[config.mk]
export PLATFORM = sky130hd
export DESIGN_NAME = wts_tension_ctrl
export DESIGN_NICKNAME = d
export VERILOG_FILES = /design/src/wts_pkg.sv /design/src/wts_tension_ctrl.sv
export VERILOG_INCLUDE_DIRS = /design/src /design/src/src
export SDC_FILE = /design/constraint.sdc
export NUM_CORES = 2
export LEC_CHECK = 0
export ABC_AREA = 1
export BUFFER_PORTS_ARGS = -buffer_cell sky130_fd_sc_hd__buf_2
export CAP_MARGIN = 20
export CORE_MARGIN = 4
export CORE_UTILIZATION = 58
export DETAILED_ROUTE_END_ITERATION = 10
export PLACE_DENSITY_LB_ADDON = 0.05
export SYNTH_ARGS = -nofsm -noshare
export SYNTH_HDL_FRONTEND = slang
export SYNTH_SLANG_ARGS = --single-unit
[constraint.sdc]
create_clock -name clk -period 14.2 [get_ports clk]
set_input_delay 2.84 -clock clk [delete_from_list [all_inputs] [get_ports clk]]
set_output_delay 2.84 -clock clk [all_outputs]
set_load 0.02 [all_outputs]
[src/wts_defines.svh]
// Register map, field ranges and reset values for the tension setpoint block.
// Behaviour
// - Eight data sets 0..7 each hold initial diameter, thickness and final diameter.
// - Host's three selection inputs choose the active data set.
// - Initial diameter below final diameter means winding.
// - Initial diameter above final diameter means unwinding.
// - Thickness accepts 1..5000 um, default 50.
// - Initial diameter accepts 1..1000 mm, default 500.
// - Final diameter accepts 1..1000 mm, default 1000.
// - Each set holds core and material inertia, 0..9999999 hundredths, default 0.
// - Maximum diameter is final when winding, initial when unwinding.
// - Each set holds taper 0..100 percent, default 100.
// - Tension falls linearly from command at zero to command times taper at maximum.
// - Taper 100 keeps tension equal to the command.
// - Forward run input starts operation at the selected command.
// - Reverse run input is ignored.
// - Active set does not change while forward run is on.
// - Releasing forward run removes excitation for a coast stop.
// - Friction correction 0..50 percent, default 0, offsets the torque.
// - Gear ratio 1.0..1000.0, default 1.0, scales the computation.
// - Gear ratio and direction take effect only at the next reload.
// - Filter time constant 10..500 ms, default 100.
// - Tension direction follows the direction setting, not the run input.
// - Set number is the binary value of the inputs, bit2 most significant.
`ifndef WTS_DEFINES_SVH
`define WTS_DEFINES_SVH
`define WTS_ADDR_CTRL 12'h000
`define WTS_ADDR_FRIC 12'h004
`define WTS_ADDR_GEAR 12'h008
`define WTS_ADDR_FILT 12'h00c
`define WTS_ADDR_STAT 12'h010
`define WTS_ADDR_TORQ 12'h014
`define WTS_ADDR_APPLY 12'h018
`define WTS_SET_BASE 12'h100
`define WTS_FIELD_CMD 3'h0
`define WTS_FIELD_THICK 3'h1
`define WTS_FIELD_INIT 3'h2
`define WTS_FIELD_FINAL 3'h3
`define WTS_FIELD_TAPER 3'h4
`define WTS_FIELD_CORE 3'h5
`define WTS_FIELD_MATL 3'h6
`define WTS_THICK_MAX 32'h0000_1388
`define WTS_THICK_DEF 16'h0032
`define WTS_DIA_MAX 32'h0000_03e8
`define WTS_INIT_DEF 16'h01f4
`define WTS_FINAL_DEF 16'h03e8
`define WTS_INERTIA_MAX 32'h0098_967f
`define WTS_PCT_MAX 32'h0000_0064
`define WTS_TAPER_DEF 7'h64
`define WTS_FRIC_MAX 32'h0000_0032
`define WTS_GEAR_MIN 32'h0000_000a
`define WTS_GEAR_MAX 32'h0000_2710
`define WTS_GEAR_DEF 14'h000a
`define WTS_FILT_MIN 32'h0000_000a
`define WTS_FILT_MAX 32'h0000_01f4
`define WTS_FILT_DEF 9'h064
`define WTS_RESP_OKAY 2'h0
`define WTS_RESP_SLVERR 2'h2
`endif

[src/wts_pkg.sv]
// Types shared by the tension setpoint block.
package wts_pkg;
  typedef enum logic [1:0] {
    WTS_MODE_SIMPLE = 2'b00,
    WTS_MODE_HIGH1 = 2'b01,
    WTS_MODE_HIGH2 = 2'b10
  } wts_mode_t;
  typedef enum logic {
    WTS_IDLE = 1'b0,
    WTS_RUN = 1'b1
  } wts_state_t;
  typedef struct packed {
    logic hit;
    logic isSet;
    logic [2:0] set;
    logic [2:0] field;
  } wts_dec_t;
  typedef struct packed {
    logic excite;
    logic dirForward;
    logic winding;
    logic unwinding;
    logic [7:0] torque;
    logic [8:0] filterMs;
  } wts_drive_t;
endpackage : wts_pkg

[src/wts_tension_ctrl.sv]
// Tension setpoint logic with eight data sets and an AXI4-Lite register slave.
//
// Added by the designer: the register addresses and the AXI4-Lite slave port.
`timescale 1ns/100ps
`include "wts_defines.svh"
module wts_tension_ctrl (
  input wire logic clk, // 50 MHz clock
  input wire logic reset, // synchronous, active high
  input wire logic [11:0] awaddr, // write address
  input wire logic awvalid, // write address valid
  output logic awready, // write address ready
  input wire logic [31:0] wdata, // write data
  input wire logic [3:0] wstrb, // write strobes
  input wire logic wvalid, // write data valid
  output logic wready, // write data ready
  output logic [1:0] bresp, // write response
  output logic bvalid, // write response valid
  input wire logic bready, // write response ready
  input wire logic [11:0] araddr, // read address
  input wire logic arvalid, // read address valid
  output logic arready, // read address ready
  output logic [31:0] rdata, // read data
  output logic [1:0] rresp, // read response
  output logic rvalid, // read data valid
  input wire logic rready, // read data ready
  input wire logic data_select_bit0, // set select, lsb
  input wire logic data_select_bit1, // set select
  input wire logic data_select_bit2, // set select, msb
  input wire logic forward_run_input, // run request
  input wire logic reverse_run_input, // unused in high function modes
  input wire logic [9:0] rollDiameter, // present roll diameter in mm
  output wts_pkg::wts_drive_t drive // motor command bundle
);
  logic [6:0] cmdSet_q [8];
  logic [15:0] thick_q [8];
  logic [15:0] initDia_q [8];
  logic [15:0] finalDia_q [8];
  logic [6:0] taper_q [8];
  logic [23:0] coreInertia_q [8];
  logic [23:0] matlInertia_q [8];
  logic [1:0] mode_q;
  logic dirPend_q, dirAct_q;
  logic [13:0] gearPend_q, gearAct_q;
  logic [5:0] fric_q;
  logic [8:0] filt_q;
  wts_pkg::wts_state_t state_q;
  logic [2:0] activeSet_q;
  logic [7:0] torque_q;
  logic [2:0] divCnt_q;
  logic [31:0] rem_q;
  logic [6:0] quot_q;
  logic wrFire, rdFire;
  wts_pkg::wts_dec_t wDec, rDec;
  logic [2:0] selNow;
  logic winding, unwinding, running;
  logic [15:0] maxDia, diaUse;
  logic [31:0] num, den;
  logic [39:0] denShift;
  logic [7:0] torqueSum;

  function automatic wts_pkg::wts_dec_t decode(input logic [11:0] a);
    wts_pkg::wts_dec_t d;
    d = '0;
    if (a >= `WTS_SET_BASE) begin
      d.isSet = 1'b1;
      d.set = a[7:5];
      d.field = a[4:2];
      d.hit = (a[11:8] == 4'h1) && (a[4:2] <= `WTS_FIELD_MATL) && (a[1:0] == 2'h0);
    end else begin
      d.hit = (a <= `WTS_ADDR_APPLY) && (a[1:0] == 2'h0);
    end
    return d;
  endfunction : decode

  function automatic logic inRange(input logic [31:0] v, input logic [31:0] lo,
                                   input logic [31:0] hi);
    return (v >= lo) && (v <= hi);
  endfunction : inRange

  assign selNow = {data_select_bit2, data_select_bit1, data_select_bit0};
  assign running = (state_q == wts_pkg::WTS_RUN);
  assign wDec = decode(awaddr);
  assign rDec = decode(araddr);
  // Both channels are taken together, so the slave never has to park a lone address.
  assign wrFire = awvalid && wvalid && !bvalid;
  assign awready = wrFire;
  assign wready = wrFire;
  assign rdFire = arvalid && !rvalid;
  assign arready = rdFire;

  always_ff @(posedge clk) begin
    if (reset) begin
      bvalid <= 1'b0;
      bresp <= `WTS_RESP_OKAY;
    end else if (wrFire) begin
      bvalid <= 1'b1;
      bresp <= wDec.hit ? `WTS_RESP_OKAY : `WTS_RESP_SLVERR;
    end else if (bready) begin
      bvalid <= 1'b0;
    end
  end

  // Out-of-range writes are dropped so a set always holds a legal value.
  always_ff @(posedge clk) begin
    if (reset) begin
      for (int i = 0; i < 8; i++) begin
        cmdSet_q[i] <= 7'h00;
        thick_q[i] <= `WTS_THICK_DEF;
        initDia_q[i] <= `WTS_INIT_DEF;
        finalDia_q[i] <= `WTS_FINAL_DEF;
        taper_q[i] <= `WTS_TAPER_DEF;
        coreInertia_q[i] <= 24'h000000;
        matlInertia_q[i] <= 24'h000000;
      end
    end else if (wrFire && wDec.hit && wDec.isSet && (&wstrb)) begin
      case (wDec.field)
        `WTS_FIELD_CMD: if (wdata <= `WTS_PCT_MAX) cmdSet_q[wDec.set] <= wdata[6:0];
        `WTS_FIELD_THICK: if (inRange(wdata, 32'h1, `WTS_THICK_MAX)) begin
          thick_q[wDec.set] <= wdata[15:0];
        end
        `WTS_FIELD_INIT: if (inRange(wdata, 32'h1, `WTS_DIA_MAX)) begin
          initDia_q[wDec.set] <= wdata[15:0];
        end
        `WTS_FIELD_FINAL: if (inRange(wdata, 32'h1, `WTS_DIA_MAX)) begin
          finalDia_q[wDec.set] <= wdata[15:0];
        end
        `WTS_FIELD_TAPER: if (wdata <= `WTS_PCT_MAX) taper_q[wDec.set] <= wdata[6:0];
        `WTS_FIELD_CORE: if (wdata <= `WTS_INERTIA_MAX) begin
          coreInertia_q[wDec.set] <= wdata[23:0];
        end
        `WTS_FIELD_MATL: if (wdata <= `WTS_INERTIA_MAX) begin
          matlInertia_q[wDec.set] <= wdata[23:0];
        end
        default: ;
      endcase
    end
  end

  always_ff @(posedge clk) begin
    if (reset) begin
      mode_q <= wts_pkg::WTS_MODE_HIGH1;
      dirPend_q <= 1'b1;
      gearPend_q <= `WTS_GEAR_DEF;
      fric_q <= 6'h00;
      filt_q <= `WTS_FILT_DEF;
    end else if (wrFire && wDec.hit && !wDec.isSet && (&wstrb)) begin
      case (awaddr)
        `WTS_ADDR_CTRL: begin
          if (wdata[1:0] != 2'h3) mode_q <= wdata[1:0];
          dirPend_q <= wdata[8];
        end
        `WTS_ADDR_FRIC: if (wdata <= `WTS_FRIC_MAX) fric_q <= wdata[5:0];
        `WTS_ADDR_GEAR: if (inRange(wdata, `WTS_GEAR_MIN, `WTS_GEAR_MAX)) begin
          gearPend_q <= wdata[13:0];
        end
        `WTS_ADDR_FILT: if (inRange(wdata, `WTS_FILT_MIN, `WTS_FILT_MAX)) begin
          filt_q <= wdata[8:0];
        end
        default: ;
      endcase
    end
  end

  // System values only move at reset or at a reload request while stopped.
  always_ff @(posedge clk) begin
    if (reset) begin
      dirAct_q <= 1'b1;
      gearAct_q <= `WTS_GEAR_DEF;
    end else if (wrFire && (awaddr == `WTS_ADDR_APPLY) && wdata[0] && !running) begin
      dirAct_q <= dirPend_q;
      gearAct_q <= gearPend_q;
    end
  end

  always_ff @(posedge clk) begin
    if (reset) begin
      rvalid <= 1'b0;
      rresp <= `WTS_RESP_OKAY;
      rdata <= 32'h0000_0000;
    end else if (rdFire) begin
      rvalid <= 1'b1;
      rresp <= rDec.hit ? `WTS_RESP_OKAY : `WTS_RESP_SLVERR;
      rdata <= 32'h0000_0000;
      if (rDec.hit && rDec.isSet) begin
        case (rDec.field)
          `WTS_FIELD_CMD: rdata <= {25'h0, cmdSet_q[rDec.set]};
          `WTS_FIELD_THICK: rdata <= {16'h0, thick_q[rDec.set]};
          `WTS_FIELD_INIT: rdata <= {16'h0, initDia_q[rDec.set]};
          `WTS_FIELD_FINAL: rdata <= {16'h0, finalDia_q[rDec.set]};
          `WTS_FIELD_TAPER: rdata <= {25'h0, taper_q[rDec.set]};
          `WTS_FIELD_CORE: rdata <= {8'h0, coreInertia_q[rDec.set]};
          default: rdata <= {8'h0, matlInertia_q[rDec.set]};
        endcase
      end else if (rDec.hit) begin
        case (araddr)
          `WTS_ADDR_CTRL: rdata <= {23'h0, dirPend_q, 6'h0, mode_q};
          `WTS_ADDR_FRIC: rdata <= {26'h0, fric_q};
          `WTS_ADDR_GEAR: rdata <= {18'h0, gearPend_q};
          `WTS_ADDR_FILT: rdata <= {23'h0, filt_q};
          `WTS_ADDR_STAT: rdata <= {2'h0, gearAct_q, 7'h0, dirAct_q, 1'b0, activeSet_q,
                                    1'b0, unwinding, winding, running};
          `WTS_ADDR_TORQ: rdata <= {24'h0, torque_q};
          default: rdata <= 32'h0000_0000;
        endcase
      end
    end else if (rready) begin
      rvalid <= 1'b0;
    end
  end

  // Reverse run input plays no part in starting or stopping.
  always_ff @(posedge clk) begin
    if (reset) begin
      state_q <= wts_pkg::WTS_IDLE;
      activeSet_q <= 3'h0;
    end else begin
      case (state_q)
        wts_pkg::WTS_IDLE: begin
          activeSet_q <= selNow;
          if (forward_run_input) state_q <= wts_pkg::WTS_RUN;
        end
        wts_pkg::WTS_RUN: begin
          if (!forward_run_input) state_q <= wts_pkg::WTS_IDLE;
        end
        default: state_q <= wts_pkg::WTS_IDLE;
      endcase
    end
  end

  assign winding = initDia_q[activeSet_q] < finalDia_q[activeSet_q];
  assign unwinding = initDia_q[activeSet_q] > finalDia_q[activeSet_q];
  assign maxDia = unwinding ? initDia_q[activeSet_q] : finalDia_q[activeSet_q];
  assign diaUse = ({6'h0, rollDiameter} > maxDia) ? maxDia : {6'h0, rollDiameter};
  // Quotient = cmd*(100*max - (100-taper)*dia)*10 / (100*max*gear10); never above cmd.
  assign num = 32'(cmdSet_q[activeSet_q]) * (32'h0000_0064 * 32'(maxDia)
             - 32'(7'h64 - taper_q[activeSet_q]) * 32'(diaUse)) * 32'h0000_000a;
  assign den = 32'h0000_0064 * 32'(maxDia) * 32'(gearAct_q);
  assign denShift = {8'h0, den} << divCnt_q;
  assign torqueSum = {1'b0, quot_q} + {2'h0, fric_q};

  // One quotient bit per cycle; a fresh result lands every eighth cycle.
  always_ff @(posedge clk) begin
    if (reset || !running) begin
      divCnt_q <= 3'h7;
      rem_q <= 32'h0000_0000;
      quot_q <= 7'h00;
      torque_q <= 8'h00;
    end else if (divCnt_q == 3'h7) begin
      divCnt_q <= 3'h6;
      rem_q <= num;
      quot_q <= 7'h00;
    end else begin
      if ({8'h0, rem_q} >= denShift) begin
        rem_q <= rem_q - denShift[31:0];
        quot_q[divCnt_q] <= 1'b1;
      end
      divCnt_q <= divCnt_q - 3'h1;
    end
    if (!reset && running && divCnt_q == 3'h0) begin
      // The last quotient bit is added, not ORed, so an odd friction value cannot swallow it.
      torque_q <= ({8'h0, rem_q} >= denShift) ? torqueSum + 8'h01 : torqueSum;
    end
  end

  assign drive.excite = running;
  assign drive.dirForward = dirAct_q;
  assign drive.winding = winding;
  assign drive.unwinding = unwinding;
  assign drive.torque = torque_q;
  assign drive.filterMs = filt_q;

  AST_SET_HOLD: assert property (@(posedge clk) disable iff (reset)
    running && $past(running) |-> $stable(activeSet_q))
    else $error("active set moved during run");
  AST_SET_PICK: assert property (@(posedge clk) disable iff (reset)
    !running |=> activeSet_q == $past(selNow))
    else $error("idle set does not follow inputs");
  AST_START: assert property (@(posedge clk) disable iff (reset)
    !running && forward_run_input |=> drive.excite)
    else $error("run did not start");
  AST_COAST: assert property (@(posedge clk) disable iff (reset)
    !forward_run_input |=> !drive.excite)
    else $error("excitation kept after release");
  AST_WIND: assert property (@(posedge clk) disable iff (reset)
    running && winding |-> maxDia == finalDia_q[activeSet_q] && !unwinding)
    else $error("winding maximum wrong");
  AST_UNWIND: assert property (@(posedge clk) disable iff (reset)
    unwinding |-> maxDia == initDia_q[activeSet_q])
    else $error("unwinding maximum wrong");
  // With a flat taper and unit gear the result must be the command itself plus friction.
  AST_FLAT: assert property (@(posedge clk) disable iff (reset)
    running && divCnt_q == 3'h0 && taper_q[activeSet_q] == 7'h64 && gearAct_q == 14'h000a
    |=> !running || torque_q == {1'b0, $past(cmdSet_q[activeSet_q])} + {2'h0, $past(fric_q)})
    else $error("flat taper changed tension");
  AST_GEAR_HOLD: assert property (@(posedge clk) disable iff (reset)
    running |=> $stable(gearAct_q) && $stable(dirAct_q))
    else $error("system value changed while running");
  AST_THICK: assert property (@(posedge clk) disable iff (reset)
    thick_q[activeSet_q] != 16'h0 && thick_q[activeSet_q] <= 16'h1388)
    else $error("thickness out of range");
  AST_BRESP: assert property (@(posedge clk) disable iff (reset)
    wrFire |=> bvalid)
    else $error("write not answered");
  COV_RUN: cover property (@(posedge clk) disable iff (reset) running ##8 !running);
  COV_UNWIND: cover property (@(posedge clk) disable iff (reset) running && unwinding);
  COV_TAPER: cover property (@(posedge clk) disable iff (reset)
    running && taper_q[activeSet_q] < 7'h64 && torque_q != 8'h00);
endmodule : wts_tension_ctrl

; Yosys cells after proc, flatten, opt, wreduce, memory -nomap -nowiden
; Memories as Yosys holds them, arrays and structs flattened. A register that Yosys moved wholly into a read port is not among the register bits.
; Index checks and enable logic that the tools add are counted.
[word_totals]
romBits = 0
mem_count = 7
latchBits = 0
ramBits = 880
elab_cells = 229
register_bits = 139
output_inout_bits = 62
[memory_table]
columns = memory, depth, word_bits, rd, rd_clocked_by_memory_dff, wr, line_no
row1 = coreInertia_q, 8, 24, 1, 0, 8, wts_tension_ctrl.sv:39  ; logic [23:0] coreInertia_q [8];
row2 = matlInertia_q, 8, 24, 1, 0, 8, wts_tension_ctrl.sv:40  ; logic [23:0] matlInertia_q [8];
row3 = finalDia_q, 8, 16, 2, 1, 8, wts_tension_ctrl.sv:37  ; logic [15:0] finalDia_q [8];
row4 = initDia_q, 8, 16, 2, 1, 8, wts_tension_ctrl.sv:36  ; logic [15:0] initDia_q [8];
row5 = thick_q, 8, 16, 1, 0, 8, wts_tension_ctrl.sv:35  ; logic [15:0] thick_q [8];
row6 = cmdSet_q, 8, 7, 2, 1, 8, wts_tension_ctrl.sv:34  ; logic [6:0] cmdSet_q [8];
row7 = +1 memories, n/a, n/a, n/a, n/a, n/a, n/a
[classes]
eq_ne = 24
mul = 5
n_bitwise = 1
div = 0
order_cmp = 21
mux = 88
reduce_logical = 56
shifts = 1
n_addsub = 6
[ops]
columns = operator, n
row1 = one-hot mux 30 bit (6 select lines), 1
row2 = one-hot mux 24 bit (6 select lines), 1
row3 = two-way mux 32 bit, 3
row4 = two-way mux 16 bit, 5
row5 = two-way mux 1 bit, 50
row6 = "equality test 12 x 4 -> 1 bit, second input constant", 4
row7 = two-way mux 24 bit, 2
row8 = OR reduction 16 bit, 3
row9 = OR reduction 24 bit, 2
row10 = two-way mux 3 bit, 15
row11 = greater-or-equal comparator 32 x 40 -> 1 bit, 1
row12 = << shifter 32 x 3 -> 40 bit, 1
row13 = "equality test 12 x 5 -> 1 bit, second input constant", 3
row14 = "greater-or-equal comparator 32 x 1 -> 1 bit, second input constant", 1
row15 = "greater-or-equal comparator 32 x 4 -> 1 bit, second input constant", 1
row16 = "less-or-equal comparator 32 x 10 -> 1 bit, second input constant", 1
row17 = "less-or-equal comparator 32 x 13 -> 1 bit, second input constant", 1
row18 = "less-or-equal comparator 32 x 14 -> 1 bit, second input constant", 1
row19 = "less-or-equal comparator 32 x 24 -> 1 bit, second input constant", 1
row20 = "less-or-equal comparator 32 x 6 -> 1 bit, second input constant", 1
row21 = "less-or-equal comparator 32 x 7 -> 1 bit, second input constant", 1
row22 = "less-or-equal comparator 32 x 9 -> 1 bit, second input constant", 1
row23 = "multiplier 32 x 3 -> 31 bit, second input constant", 1
row24 = multiplier 8 x 26 -> 32 bit, 1
row25 = other kinds (41), 100

; Logic depth before layout (Yosys ltp)
[logic_depth]
depth_word = 12
ltp_mapped = 97

; Worst setup path before layout
; OpenSTA, ideal clock, no wires.
[synth_path]
path_type = flip-flop to flip-flop
startpoint = register with a tool-made name
endpoint = register rem_q[30]
path_buffers = 8
slack_ns = -0.315
setup_time_ns = 0.128
path_stages_with_launch = 77
t_arrival_ns = 14.388
cell_sequence = dfxtp_1 buf_6 buf_2 buf_2 buf_4 buf_4 buf_2 clkbuf_1 nor2_1 o221ai_1 o21ai_0 ha_1 a21oi_1 o21ai_0 nor2_1 nand2_1 nand2_1 inv_1 [41 not listed] ha_1 ha_1 nand2_1 nor2_1 a211oi_1 o21ai_1 a21boi_0 o21ai_1 a21boi_0 o21ai_1 nand2_1 a21oi_1 nor2_1 nand2_1 nand3_1 nand2_1 a21oi_1 nor2_1
[synth_rtl]
columns = item, line_no
row1 = end signal: assignment, wts_tension_ctrl.sv:250  ; rem_q <= num;
row2 = end signal: assignment, wts_tension_ctrl.sv:254  ; rem_q <= rem_q - denShift[31:0];
row3 = end: declaration, wts_tension_ctrl.sv:50  ; logic [31:0] rem_q;

==> impl_metrics.yaml <==
yosys:
  ys_types: 73
  ys_warn_count: 0
  synthFlopType: "edfxtp_1"
  yosysSeqAreaShare_pct: 39.6
  syn_area_um2: 73900
  synthMuxAreaShare_pct: 0.166
  synthAdderAreaFrac_pct: 18.8
  synthArstFlopShare_pct: 0
  synth_top_area_cell: "edfxtp_1"
  syn_avg_cell_area_um2: 8.49
  netlist_instances: 8706
  synth_xor_area_share_pct: 1.55
  synthTopCellsByArea: "edfxtp_1 36%, fa_1 12%, nor2_1 8.6%"
  synth_top_family_by_area: "simple AND/OR/NAND/NOR gates"
  synth-edff-count: 888
  yosysTopAreaCellShare_pct: 36.1
  yosys.area_share.simple_pct: 19.5
  yosys_register_bits: 1016
  synth_compound_area_share_pct: 12.5
job:
  drv_cap: 0
timing:
  drv_slew: 0
  fin_crit_ps: 14350
  fmax_mhz: 69.7
  hold_viol_final: 0
  skew_ps: 95.5
  finalSetupViolCount: 4
  post-route-period-util_pct: 101
  tightest_slew_ps: 1270
  relSlewSlack_pct: 15.7
  worst_slack_ps: -149
  rsz0062_at_grt: "yes"
finish:
  finish.instance_area_um2: 88800
  drive_gt1_share_pct: 18.3
  fill_cells: 9893
  nets: 10400
  syn_to_final_growth_pct: 20.2
placement:
  placedInstanceArea_um2: 81400
  dp_hpwl_um: 169000
  portBuffers: 138
  gp_congestion: 0.958
global_route:
  use_met1_pct: 45.6
  busiest_layer: "met2"
  grt_util_met2_pct: 59.0
  grtUsageTotal_pct: 36.1
  grt_max_degree: 174
  grt_pass1_wl_um: 370000
  grt_pass1_vias: 65000
  overflow: 0
  globalRouteMet3Util_pct: 6.13
  antenna_found_initial: 8
clock_network:
  cts_tree: "done"
  cts-htree-levels: 3
  clkTransAtPathRegs_ps: 60
  cts_buffer_depth: 3
  root_buffer: "clkbuf_16"
  cts.sinks: 1016
  cts_buffers: 108
  ctsHoldBuffers: 0
  insertion_delay_ps: 760
floorplan:
  initial_utilization_pct: 58.6
  die_h_um: 365
  die-area_um2: 133000
  rows: 130
  fp.dieW_um: 365
  io_pins: 144
  core_um2: 126000
critical_path:
  cp-start-kind: "flip-flop"
  arrival_ps: 14950
  worstPathMaxFanout: 19
  max_stage_delay_ps: 550
  reg2reg_slack_ps: -150
  end_kind: "flip-flop"
  cpMostUsedCell: "nand2_2"
  required_ps: 14810
  critical-path-slowest-cell: "fa_1"
  r2r-end: "rem_q[31]$_SDFFE_PN0P_"
  crit_end: "rem_q[31]$_SDFFE_PN0P_"
  r2r_cells: 85
  worstSetupPathType: "flip-flop to flip-flop"
min_path:
  hold_class: "flip-flop to flip-flop"
detailed_routing:
  drtIter0Drc: 7221
  routedWlPerCell_um: 22.1
  drt-total-wl_um: 249000
  antenna_left: 0
  drt-pass1-iter-count: 6
  vias_per_cell: 5.90
  drc: 0
  num_vias: 66400
status:
  violations: "negative setup slack"
  outcome: "complete, but fails checks"
cell type report:
class                           count  area, um^2  area share [%]
Antenna cell                        7        17.5          0.0197
Clock buffer                      140        2840            3.20
Clock inverter                     59         644           0.726
Inverter                         1028        3920            4.41
Multi-Input combinational cell   6298       41800            47.1
Sequential cell                  1016       29200            32.9
Tap cell                         1650        2060            2.33
Timing Repair Buffer             1055        8200            9.24
Timing Repair inverter              1        8.76         0.00987
cells by family (layout without fill, tap and decap cells):
logic type               count (synthesis)  count (layout)
AND/OR/NAND/NOR                       3613            3614
AO/OA/AOI/OAI                         1587            1587
buffers and inverters                 1516            2283
flip-flops                            1016            1016
adder cells (fa/ha/maj)                835             835
XOR/XNOR                               127             127
multiplexers                            11              11
other                                    1             131
critical path: cells and delay by family, from the launching register on:
kind / cells / cell delay [ps]
AOI/OAI and AO/OA: 18 / 2730
adders and majority gates: 15 / 5810
xor gates and xnor gates: 2 / 300
and+or+nand+nor: 30 / 2670
DFF: 1 / 410
buffers and inverters: 20 / 2260
how the worst min path moves through the flow:
stage | startpoint | end | slack [ps] | cells past startpoint
4_1_cts | rdata[27]$_SDFFE_PP0P_ | rdata[27]$_SDFFE_PP0P_ | 470 | 2
6_report | rdata[27]$_SDFFE_PP0P_ | rdata[27]$_SDFFE_PP0P_ | 470 | 2
5_1_grt | rdata[27]$_SDFFE_PP0P_ | rdata[27]$_SDFFE_PP0P_ | 490 | 2
3_5_place_dp | rdata[28]$_SDFFE_PP0P_ | rdata[28]$_SDFFE_PP0P_ | 460 | 2
2_1_floorplan | quot_q[0]$_SDFFE_PP0N_ | quot_q[0]$_SDFFE_PP0N_ | 430 | 2
3_3_place_gp | mode_q[1]$_SDFFE_PP0P_ | mode_q[1]$_SDFFE_PP0P_ | 450 | 2
state kept, by name, summed over array words and instances, names as in the netlist, 30 cells and up, named ones only:
register       cells
matlInertia_q    192
cmdSet_q          56
initDia_q        128
rem_q             30
rdata             30
coreInertia_q    192
thick_q          128
taper_q           56
finalDia_q       128
layout by cell type (no fill, tap or decap), types with 30 or more instances in the layout:
master,netlist,routed
clkbuf_16,0,114
o21ai_2,8,46
o21ai_1,42,77
clkbuf_1,412,30
buf_2,29,139
or2_2,45,41
nor2_1,1694,1628
a31oi_1,40,35
nand3_1,267,256
edfxtp_1,888,888
a221oi_1,66,66
nand2_2,7,62
inv_2,14,52
clkinv_1,33,42
xnor2_1,44,35
o22ai_1,98,94
inv_1,980,937
o31ai_1,31,31
a21oi_2,6,48
nor3_1,43,38
o21ai_0,597,517
conb_1,1,124
nor2_2,3,57
o32ai_1,37,37
xor2_1,80,65
nand2_1,1470,1401
fa_1,459,455
dfxtp_1,128,125
buf_4,13,852
a21oi_1,475,417
o211ai_1,46,46
nand4_1,39,39
ha_1,376,298
ha_4,0,77
layer usage:
layer | wire length, um | up-vias
met5 | 23 | -
met4 | 16600 | 4
met3 | 24300 | 778
met2 | 117000 | 3526
met1 | 91600 | 31800
li1 | - | 30200
cell usage after synthesis, types with 13 or more instances:
cell type  number
a21oi_1       475
a221oi_1       66
a31oi_1        40
a32o_1         19
buf_1          23
buf_2          29
buf_4          13
clkbuf_1      412
clkinv_1       33
dfxtp_1       128
edfxtp_1      888
fa_1          459
ha_1          376
inv_1         980
inv_2          14
nand2_1      1470
nand3_1       267
nand4_1        39
nor2_1       1694
nor3_1         43
nor4_1         16
o211ai_1       46
o21a_1         15
o21ai_0       597
o21ai_1        42
o21bai_1       20
o221ai_1       24
o22ai_1        98
o31ai_1        31
o32ai_1        37
or2_2          45
xnor2_1        44
xor2_1         80
what timing repair did:
action                     4_1_cts  5_1_grt
setup endpoints to repair       44       45
resized for setup              116      509
cloned                           7        8
pin swaps                       46      233
setup buffers                   20       77
stage by stage:
step	util, %	instances	TNS, ps	worst slack (ps)	hold WS [ps]
finish	70.4	11300	-429	-149	470
CTS	68.0	11200	0	3.62	469
detailed placement	64.6	10900	-11190	-794	461
floorplan	-	8829	0	35.2	432
global route	70.4	11200	-9320	-852	493
global placement	64.6	10900	-6480	-682	452
Power is left out: the tool's default activity adds up to more than one toggle a clock period on the data nets, which glitch-free logic cannot reach.
